$ cat src/verilog/bwds_pkg.sv
// constants and carriers for the bridge window decode and status block
package bwds_pkg;

    // register indices; byte address on the bus is four times the index
    localparam logic [9:0] IDX_LAT = 10'h01B;
    localparam logic [9:0] IDX_IOBOT = 10'h01C;
    localparam logic [9:0] IDX_IOTOP = 10'h01D;
    localparam logic [9:0] IDX_STS = 10'h01E;
    localparam logic [9:0] IDX_MBOT = 10'h020;
    localparam logic [9:0] IDX_MTOP = 10'h022;

    // field positions
    localparam int IO_FLD_HI = 7;
    localparam int IO_FLD_LO = 4;
    localparam int MEM_FLD_HI = 15;
    localparam int MEM_FLD_LO = 4;
    localparam int STS_PARITY = 15;
    localparam int STS_SYS_ERR = 14;
    localparam int STS_MST_ABORT = 13;
    localparam int STS_TGT_ABORT = 12;
    localparam int STS_SIG_ABORT = 11;
    localparam int STS_SEL_HI = 10;
    localparam int STS_SEL_LO = 9;
    localparam int STS_MST_PARITY = 8;
    localparam int STS_B2B = 7;
    localparam int STS_FAST = 5;

    // reset values
    localparam logic [7:0] LAT_RST = 8'h00;
    localparam logic [7:0] IOBOT_RST = 8'hF0;
    localparam logic [7:0] IOTOP_RST = 8'h00;
    localparam logic [15:0] STS_RST = 16'h02A0;
    localparam logic [15:0] MBOT_RST = 16'hFFF0;
    localparam logic [15:0] MTOP_RST = 16'h0000;

    // implied low address bits of window edges, and zero pad above 16-bit I/O addresses
    localparam logic [11:0] IO_LOW_FILL = 12'h000;
    localparam logic [11:0] IO_HIGH_FILL = 12'hFFF;
    localparam logic [19:0] MEM_LOW_FILL = 20'h00000;
    localparam logic [19:0] MEM_HIGH_FILL = 20'hFFFFF;
    localparam logic [15:0] IO_ADDR_PAD = 16'h0000;

    // select timing code for medium decode
    localparam logic [1:0] SEL_MEDIUM = 2'h1;

    // programmed window edges
    typedef struct packed {
        logic [3:0] io_bot;
        logic [3:0] io_top;
        logic [11:0] mem_bot;
        logic [11:0] mem_top;
    } bwds_win_s;

    // sticky secondary-side error flags
    typedef struct packed {
        logic sys_err;
        logic mst_abort;
        logic tgt_abort;
    } bwds_evt_s;

endpackage : bwds_pkg

$ cat src/verilog/bwds_top.sv
// window decode and secondary status slice of a virtual bridge, APB slave
//
// Chosen here: the APB slave port.
`timescale 1ns/1ns
// How it works
// forward I/O only inside programmed I/O window
// I/O bottom field gives A15:12, low zeros
// I/O top field gives A15:12, low ones
// forward memory only inside programmed memory window
// memory registers bits 15:4 writable, A31:20
// memory registers bits 3:0 read zero
// memory bottom assumes A19:0 zero
// memory top assumes A19:0 all ones
// software initialises memory windows before use
// software keeps windows from overlapping
// hardware never checks window overlap
// write one clears status bit, zero keeps
// link system error sets status bit 14
// unexpected master abort sets status bit 13
// target abort received sets status bit 12
// bits 10:9 read 01, medium select timing
// bit 15 reads zero, no parity
// bit 11 reads zero, never target abort
// bit 8 reads zero, no parity pin
// bit 7 reads one, back-to-back accepted
// bit 5 reads one, 66 MHz capable
// reset windows empty, nothing forwarded
module bwds_top (
    input wire logic CLK,
    input wire logic SYS_RST,
    input wire logic PSEL,
    input wire logic PENABLE,
    input wire logic PWRITE,
    input wire logic [11:0] PADDR,
    input wire logic [31:0] PWDATA,
    input wire logic [3:0] PSTRB,
    output logic [31:0] PRDATA,
    output logic PREADY,
    output logic PSLVERR,
    input wire logic [15:0] IO_ADDR,
    output logic IO_FWD,
    input wire logic [31:0] MEM_ADDR,
    output logic MEM_FWD,
    input wire logic SYS_ERR_EVT,
    input wire logic MST_ABORT_EVT,
    input wire logic TGT_ABORT_EVT,
    output logic [1:0] SEL_TIMING,
    output logic B2B_ACCEPT
);

    bwds_pkg::bwds_win_s win_reg;
    bwds_pkg::bwds_win_s win_next;
    bwds_pkg::bwds_evt_s evt_reg;
    bwds_pkg::bwds_evt_s evt_next;
    logic [31:0] rdata_reg;
    logic [31:0] rdata_next;
    logic err_reg;
    logic err_next;
    logic [9:0] idx;
    logic setup;
    logic wr;
    logic mapped;
    logic [15:0] sts_word;
    logic [31:0] rd_word;

    // inclusive window compare
    function automatic logic in_range(
        input logic [31:0] a,
        input logic [31:0] lo,
        input logic [31:0] hi
    );
        in_range = (lo <= a) && (a <= hi);
    endfunction : in_range

    // read image of the status register
    function automatic logic [15:0] status_image(input bwds_pkg::bwds_evt_s e);
        logic [15:0] s;
        s = bwds_pkg::STS_RST;
        s[bwds_pkg::STS_PARITY] = 1'b0;
        s[bwds_pkg::STS_SIG_ABORT] = 1'b0;
        s[bwds_pkg::STS_SEL_HI:bwds_pkg::STS_SEL_LO] = bwds_pkg::SEL_MEDIUM;
        s[bwds_pkg::STS_MST_PARITY] = 1'b0;
        s[bwds_pkg::STS_B2B] = 1'b1;
        s[bwds_pkg::STS_FAST] = 1'b1;
        s[bwds_pkg::STS_SYS_ERR] = e.sys_err;
        s[bwds_pkg::STS_MST_ABORT] = e.mst_abort;
        s[bwds_pkg::STS_TGT_ABORT] = e.tgt_abort;
        status_image = s;
    endfunction : status_image

    assign idx = PADDR[11:2];
    assign setup = PSEL && !PENABLE;
    // slave never inserts wait states, so every access phase completes
    assign wr = PSEL && PENABLE && PWRITE;
    assign PREADY = 1'b1;
    assign PRDATA = rdata_reg;
    assign PSLVERR = err_reg;
    assign SEL_TIMING = bwds_pkg::SEL_MEDIUM;
    assign B2B_ACCEPT = 1'b1;
    assign sts_word = status_image(evt_reg);

    // address decode; overlapping windows are neither detected nor blocked
    always_comb
    begin
        IO_FWD = in_range({bwds_pkg::IO_ADDR_PAD, IO_ADDR},
            {bwds_pkg::IO_ADDR_PAD, win_reg.io_bot, bwds_pkg::IO_LOW_FILL},
            {bwds_pkg::IO_ADDR_PAD, win_reg.io_top, bwds_pkg::IO_HIGH_FILL});
        MEM_FWD = in_range(MEM_ADDR,
            {win_reg.mem_bot, bwds_pkg::MEM_LOW_FILL},
            {win_reg.mem_top, bwds_pkg::MEM_HIGH_FILL});
    end

    // window registers, byte lanes honoured
    always_comb
    begin
        win_next = win_reg;
        if (wr && idx == bwds_pkg::IDX_IOBOT && PSTRB[0])
        begin
            win_next.io_bot = PWDATA[bwds_pkg::IO_FLD_HI:bwds_pkg::IO_FLD_LO];
        end
        if (wr && idx == bwds_pkg::IDX_IOTOP && PSTRB[0])
        begin
            win_next.io_top = PWDATA[bwds_pkg::IO_FLD_HI:bwds_pkg::IO_FLD_LO];
        end
        if (wr && idx == bwds_pkg::IDX_MBOT)
        begin
            if (PSTRB[0])
            begin
                win_next.mem_bot[3:0] = PWDATA[7:4];
            end
            if (PSTRB[1])
            begin
                win_next.mem_bot[11:4] = PWDATA[15:8];
            end
        end
        if (wr && idx == bwds_pkg::IDX_MTOP)
        begin
            if (PSTRB[0])
            begin
                win_next.mem_top[3:0] = PWDATA[7:4];
            end
            if (PSTRB[1])
            begin
                win_next.mem_top[11:4] = PWDATA[15:8];
            end
        end
    end

    always_ff @(posedge CLK or posedge SYS_RST)
    begin
        if (SYS_RST)
        begin
            win_reg.io_bot <= bwds_pkg::IOBOT_RST[bwds_pkg::IO_FLD_HI:bwds_pkg::IO_FLD_LO];
            win_reg.io_top <= bwds_pkg::IOTOP_RST[bwds_pkg::IO_FLD_HI:bwds_pkg::IO_FLD_LO];
            win_reg.mem_bot <= bwds_pkg::MBOT_RST[bwds_pkg::MEM_FLD_HI:bwds_pkg::MEM_FLD_LO];
            win_reg.mem_top <= bwds_pkg::MTOP_RST[bwds_pkg::MEM_FLD_HI:bwds_pkg::MEM_FLD_LO];
        end
        else
        begin
            win_reg <= win_next;
        end
    end

    // sticky flags: an event in the clearing cycle keeps the flag set
    always_comb
    begin
        logic clr_ok;
        clr_ok = wr && idx == bwds_pkg::IDX_STS && PSTRB[1];
        evt_next = evt_reg;
        if (clr_ok && PWDATA[bwds_pkg::STS_SYS_ERR])
        begin
            evt_next.sys_err = 1'b0;
        end
        if (clr_ok && PWDATA[bwds_pkg::STS_MST_ABORT])
        begin
            evt_next.mst_abort = 1'b0;
        end
        if (clr_ok && PWDATA[bwds_pkg::STS_TGT_ABORT])
        begin
            evt_next.tgt_abort = 1'b0;
        end
        if (SYS_ERR_EVT)
        begin
            evt_next.sys_err = 1'b1;
        end
        if (MST_ABORT_EVT)
        begin
            evt_next.mst_abort = 1'b1;
        end
        if (TGT_ABORT_EVT)
        begin
            evt_next.tgt_abort = 1'b1;
        end
    end

    always_ff @(posedge CLK or posedge SYS_RST)
    begin
        if (SYS_RST)
        begin
            evt_reg <= '0;
        end
        else
        begin
            evt_reg <= evt_next;
        end
    end

    // read data and error are captured in the setup cycle
    always_comb
    begin
        mapped = 1'b1;
        rd_word = 32'h00000000;
        unique case (idx)
            bwds_pkg::IDX_LAT:
            begin
                rd_word[7:0] = bwds_pkg::LAT_RST;
            end
            bwds_pkg::IDX_IOBOT:
            begin
                rd_word[bwds_pkg::IO_FLD_HI:bwds_pkg::IO_FLD_LO] = win_reg.io_bot;
            end
            bwds_pkg::IDX_IOTOP:
            begin
                rd_word[bwds_pkg::IO_FLD_HI:bwds_pkg::IO_FLD_LO] = win_reg.io_top;
            end
            bwds_pkg::IDX_STS:
            begin
                rd_word[15:0] = sts_word;
            end
            bwds_pkg::IDX_MBOT:
            begin
                rd_word[bwds_pkg::MEM_FLD_HI:bwds_pkg::MEM_FLD_LO] = win_reg.mem_bot;
            end
            bwds_pkg::IDX_MTOP:
            begin
                rd_word[bwds_pkg::MEM_FLD_HI:bwds_pkg::MEM_FLD_LO] = win_reg.mem_top;
            end
            default:
            begin
                mapped = 1'b0;
            end
        endcase
        rdata_next = rdata_reg;
        err_next = err_reg;
        if (setup)
        begin
            rdata_next = PWRITE ? 32'h00000000 : rd_word;
            err_next = !mapped;
        end
    end

    always_ff @(posedge CLK or posedge SYS_RST)
    begin
        if (SYS_RST)
        begin
            rdata_reg <= 32'h00000000;
            err_reg <= 1'b0;
        end
        else
        begin
            rdata_reg <= rdata_next;
            err_reg <= err_next;
        end
    end

    io_bottom_edge_a: assert property (@(posedge CLK) disable iff (SYS_RST)
        IO_FWD |-> IO_ADDR[15:12] >= win_reg.io_bot)
        else $error("io forward below window bottom");

    io_top_edge_a: assert property (@(posedge CLK) disable iff (SYS_RST)
        (IO_ADDR[15:12] == win_reg.io_top && win_reg.io_top >= win_reg.io_bot) |-> IO_FWD)
        else $error("io top block not forwarded");

    io_window_a: assert property (@(posedge CLK) disable iff (SYS_RST)
        IO_FWD |-> IO_ADDR[15:12] <= win_reg.io_top)
        else $error("io forward above window top");

    mem_bottom_edge_a: assert property (@(posedge CLK) disable iff (SYS_RST)
        (MEM_ADDR[31:20] == win_reg.mem_bot && win_reg.mem_bot <= win_reg.mem_top) |-> MEM_FWD)
        else $error("memory bottom block not forwarded");

    mem_top_edge_a: assert property (@(posedge CLK) disable iff (SYS_RST)
        MEM_FWD |-> MEM_ADDR[31:20] <= win_reg.mem_top && MEM_ADDR[31:20] >= win_reg.mem_bot)
        else $error("memory forward outside window");

    mem_field_write_a: assert property (@(posedge CLK) disable iff (SYS_RST)
        (wr && idx == bwds_pkg::IDX_MTOP && PSTRB[1:0] == 2'h3)
        |=> win_reg.mem_top == $past(PWDATA[15:4]))
        else $error("memory top field not written");

    mem_low_zero_a: assert property (@(posedge CLK) disable iff (SYS_RST)
        (setup && !PWRITE && (idx == bwds_pkg::IDX_MBOT || idx == bwds_pkg::IDX_MTOP))
        |=> PRDATA[3:0] == 4'h0 ##1 PRDATA[3:0] == 4'h0)
        else $error("memory low bits not zero");

    sys_err_set_a: assert property (@(posedge CLK) disable iff (SYS_RST)
        SYS_ERR_EVT |=> evt_reg.sys_err)
        else $error("system error flag not set");

    abort_set_a: assert property (@(posedge CLK) disable iff (SYS_RST)
        MST_ABORT_EVT |=> evt_reg.mst_abort)
        else $error("master abort flag not set");

    tgt_abort_set_a: assert property (@(posedge CLK) disable iff (SYS_RST)
        TGT_ABORT_EVT |=> evt_reg.tgt_abort)
        else $error("target abort flag not set");

    status_clear_a: assert property (@(posedge CLK) disable iff (SYS_RST)
        (wr && idx == bwds_pkg::IDX_STS && PSTRB[1] && PWDATA[14] && !SYS_ERR_EVT)
        |=> !evt_reg.sys_err)
        else $error("system error flag not cleared");

    status_hold_a: assert property (@(posedge CLK) disable iff (SYS_RST)
        (evt_reg.mst_abort && !(wr && idx == bwds_pkg::IDX_STS && PSTRB[1] && PWDATA[13]))
        |=> evt_reg.mst_abort)
        else $error("master abort flag lost");

    fixed_bits_a: assert property (@(posedge CLK) disable iff (SYS_RST)
        (setup && !PWRITE && idx == bwds_pkg::IDX_STS)
        |=> PRDATA[10:9] == 2'h1 && !PRDATA[15] && !PRDATA[11] && !PRDATA[8] && PRDATA[7] && PRDATA[5])
        else $error("hardwired status bits wrong");

    reset_empty_a: assert property (@(posedge CLK) disable iff (SYS_RST)
        $past(SYS_RST) |-> !IO_FWD && !MEM_FWD)
        else $error("forwarding right after reset");

    io_bottom_hit_a: assert property (@(posedge CLK) disable iff (SYS_RST)
        (IO_ADDR[15:12] == win_reg.io_bot && win_reg.io_bot <= win_reg.io_top)
        |-> IO_FWD)
        else $error("io bottom block not forwarded");

    mem_top_hit_a: assert property (@(posedge CLK) disable iff (SYS_RST)
        (MEM_ADDR[31:20] == win_reg.mem_top && win_reg.mem_bot <= win_reg.mem_top)
        |-> MEM_FWD)
        else $error("memory top block not forwarded");

    io_bottom_write_a: assert property (@(posedge CLK) disable iff (SYS_RST)
        (wr && idx == bwds_pkg::IDX_IOBOT && PSTRB[0])
        |=> win_reg.io_bot == $past(PWDATA[bwds_pkg::IO_FLD_HI:bwds_pkg::IO_FLD_LO]))
        else $error("io bottom field not written");

    io_top_write_a: assert property (@(posedge CLK) disable iff (SYS_RST)
        (wr && idx == bwds_pkg::IDX_IOTOP && PSTRB[0])
        |=> win_reg.io_top == $past(PWDATA[bwds_pkg::IO_FLD_HI:bwds_pkg::IO_FLD_LO]))
        else $error("io top field not written");

    mem_bottom_write_a: assert property (@(posedge CLK) disable iff (SYS_RST)
        (wr && idx == bwds_pkg::IDX_MBOT && PSTRB[1:0] == 2'h3)
        |=> win_reg.mem_bot == $past(PWDATA[bwds_pkg::MEM_FLD_HI:bwds_pkg::MEM_FLD_LO]))
        else $error("memory bottom field not written");

    abort_clear_a: assert property (@(posedge CLK) disable iff (SYS_RST)
        (wr && idx == bwds_pkg::IDX_STS && PSTRB[1] && PWDATA[bwds_pkg::STS_MST_ABORT] && !MST_ABORT_EVT)
        |=> !evt_reg.mst_abort)
        else $error("master abort flag not cleared");

    tgt_clear_a: assert property (@(posedge CLK) disable iff (SYS_RST)
        (wr && idx == bwds_pkg::IDX_STS && PSTRB[1] && PWDATA[bwds_pkg::STS_TGT_ABORT] && !TGT_ABORT_EVT)
        |=> !evt_reg.tgt_abort)
        else $error("target abort flag not cleared");

    sys_err_hold_a: assert property (@(posedge CLK) disable iff (SYS_RST)
        (evt_reg.sys_err && !(wr && idx == bwds_pkg::IDX_STS && PSTRB[1] && PWDATA[bwds_pkg::STS_SYS_ERR]))
        |=> evt_reg.sys_err)
        else $error("system error flag lost");

    tgt_hold_a: assert property (@(posedge CLK) disable iff (SYS_RST)
        (evt_reg.tgt_abort && !(wr && idx == bwds_pkg::IDX_STS && PSTRB[1] && PWDATA[bwds_pkg::STS_TGT_ABORT]))
        |=> evt_reg.tgt_abort)
        else $error("target abort flag lost");

    reset_order_a: assert property (@(posedge CLK) disable iff (SYS_RST)
        $past(SYS_RST)
        |-> win_reg.io_bot > win_reg.io_top && win_reg.mem_bot > win_reg.mem_top)
        else $error("reset windows not empty");

endmodule : bwds_top

$ cat config.mk
export PLATFORM = sky130hd
export DESIGN_NAME = bwds_top
export DESIGN_NICKNAME = d
export VERILOG_FILES = /design/src/verilog/bwds_pkg.sv /design/src/verilog/bwds_top.sv
export SDC_FILE = /design/constraint.sdc
export NUM_CORES = 1
export LEC_CHECK = 0
export BUFFER_PORTS_ARGS = -buffer_cell sky130_fd_sc_hd__buf_2
export CAP_MARGIN = 30
export CELL_PAD_IN_SITES_DETAIL_PLACEMENT = 1
export CELL_PAD_IN_SITES_GLOBAL_PLACEMENT = 1
export CORE_MARGIN = 1
export CORE_UTILIZATION = 38
export DETAILED_ROUTE_END_ITERATION = 8
export PLACE_DENSITY = 0.93
export SYNTH_ARGS = -nofsm -noshare
export SYNTH_HDL_FRONTEND = slang
export SYNTH_SLANG_ARGS = --single-unit
$ cat constraint.sdc
create_clock -name CLK -period 2.7 [get_ports CLK]
set_input_delay 0.405 -clock CLK [delete_from_list [all_inputs] [get_ports CLK]]
set_output_delay 0.405 -clock CLK [all_outputs]
set_load 0.02 [all_outputs]
==> results.txt <==
die span in y - 94.8 µm
Final Non-Filler Cells - 552
Tot Pwr - 1.46 mW
die area - 8990 µm²
ys async rst share - 1.00
DP Worst Slack - 0.218 ns
hold slack final - 0.0723 ns
final clock skew - 0.00535 ns
first-pass GRT wire length - 15300 µm
Detail Route Antenna Nets - 0
P_sw - 384 µW
TritonCTS clock tree - built
DP Cell Count - 544
final worst-path cycle share - 0.954
initial antenna violation count - 0
vias per cell - 5.33
WL met3 - 415 µm
crit end category - primary output
reg-to-reg setup timing slack - 1.44 ns
#FFs+latches synth - 48
WL met2 - 4910 µm
core area - 8260 µm²
Seq pwr share - 0.497
Main synth FF type - dfrtp_1
worst-margin pin slew - 0.621 ns
ANT cells - 0
total detailed-routing wirelength - 9380 µm
Cell Area, Placed - 3780 µm²
Setup crit start - win_reg[15]
vias - 2942
Synth cell types - 43
top layer in use - met4
mapped cell area - 3270 µm²
r2r worst-path depth - 4
Worst-Skew Late Latency - 0.31 ns
number of global-route vias before repair - 3200
CP Data Required Time - 2.30 ns
H-tree Lvls - 2
clock slew at the register clock pins of the worst setup and hold paths - 0.09 ns
CTS buffer count - 5
Largest register FFs - 32
wire length on met1 - 3900 µm
commonest cells after routing, fill and taps aside - buf_2, nand2_1, inv_1
sequential-to-total area share from yosys stat - 0.373
Pleak - 2.04 nW
crit-path max FO - 3
commonest non-fill, non-tap cell in the layout - buf_2
hold-fix buffers at CTS - 0
startpoint types - register
# port buffers - 94
share of cells above drive strength 1 - 0.331
fin util - 0.475
Hold Path Class - in -> async
Sw Share - 0.263
DP Wirelength - 7700 µm
RSZ-0062 raised after global routing - false
Pre-antenna DRT Iters - 6
total of max-cap violations - 0
Post-synth EDFFs - 0
WL/cell - 17.0 µm
Clock Root Buffer - clkbuf_8
final setup margin - 0.124 ns
worst r2r dst - PRDATA[5]
Die Width - 94.8 µm
Final setup viols - 0
status - finished, final reports clean
Iter 0 DRT Violations - 127
Post-Syn Instances - 352
yosys warns - 0
Worst R2R Start - win_reg[13]
Final Max Tran Viols - 0
GPL Wtd Cong - 0.836
fin nets - 582
pwr dens - 372 nW/µm²
Crit Path Category - reg -> out
slew margin rel. - 0.586
Ports - 143
final hold violation count - 0
clock network power share - 0.360
CTS max path bufs - 2
min Tclk post-route - 2.58 ns
DRC viols - 0
initial core utilization - 0.397
CP Data Arrival Time - 2.17 ns
area delta synth->final - 19.9%
Comb pwr share - 0.144
gr usage total - 0.222
setup_tns - 0 ns
P_int - 1.08 mW
Fmax - 388 MHz
pin count of the biggest net entering global routing - 33
Max IR drop VDD - 0.204 mV
syn_area_per_cell - 9.30 µm²
clock sinks - 48
total grt overflow - 0
Final Instance Area - 3930 µm²
cell row count - 33
logic make-up (layout without fill, tap and decap cells):
logic type / Yosys count / after routing / share of synthesized area
fa+ha+maj: 32 / 32 / 0.122
flops: 48 / 48 / 0.373
other cells: 2 / 24 / 0.00229
mux: 28 / 28 / 0.0971
simple gates: 105 / 105 / 0.169
buf+inv: 69 / 142 / 0.108
xor+xnor: 1 / 1 / 0.00268
compound gates: 67 / 67 / 0.126
layout make-up:
class	instances	area (µm²)
inverter	34	128
multi-input combinational	257	1820
clock buffer	7	76.3
clock inverter	1	30.0
fill	1005	4330
timing repair buffer	100	522
tap	105	131
sequential	48	1220
worst max path at each step:
stage	endpoint	slack, ns	depth (start not counted)
6_report	MEM_FWD	0.12	7
5_1_grt	MEM_FWD	0.02	7
3_3_place_gp	MEM_FWD	0.25	8
2_1_floorplan	win_reg[12]	0.37	6
4_1_cts	MEM_FWD	0.01	6
3_5_place_dp	win_reg[5]	0.22	5
cell usage after synthesis, types with 4 or more instances:
| cell type | instances | area, µm² |
|---|---|---|
| mux2i_1 | 10 | 100 |
| nor4_1 | 8 | 50.1 |
| nand2_1 | 41 | 154 |
| nor3_1 | 8 | 40.0 |
| o21ai_0 | 32 | 160 |
| buf_4 | 24 | 180 |
| a21o_1 | 8 | 60.1 |
| clkbuf_1 | 8 | 30.0 |
| nand3_1 | 8 | 40.0 |
| dfrtp_1 | 32 | 801 |
| ha_1 | 32 | 400 |
| nor2_1 | 8 | 30.0 |
| mux2_4 | 4 | 60.1 |
| a21oi_1 | 11 | 55.1 |
| inv_1 | 34 | 128 |
| mux2_2 | 14 | 158 |
| dfstp_2 | 16 | 420 |
| nand4_1 | 14 | 87.6 |
metal layers:
metal  track usage  vias to the layer above
met5             0                        -
met3        0.0274                       10
met4        0.0745                        0
met1         0.269                     1451
li1              -                     1391
met2         0.402                       90
critical path, cell delays in order, from the launching register on:
cell,delay (ns)
dfstp_2,0.56
ha_1,0.26
a21oi_1,0.15
o21ai_0,0.09
a221oi_1,0.32
o21ai_0,0.19
a2bb2oi_2,0.16
buf_6,0.13
power by group through the flow:
stage	Clock, mW	Sequential [mW]	Combinational (mW)
floorplan	0	0.741	0.130
global placement	0	0.739	0.196
detailed placement	0	0.739	0.206
CTS	0.532	0.726	0.208
global route	0.549	0.727	0.234
finish	0.526	0.726	0.210
timing repair:
action                     4_1_cts  5_1_grt
setup endpoints to repair        0        1
buffers inserted                 0        0
gates resized for setup          0        7
Power figures use the tool's default switching activity.
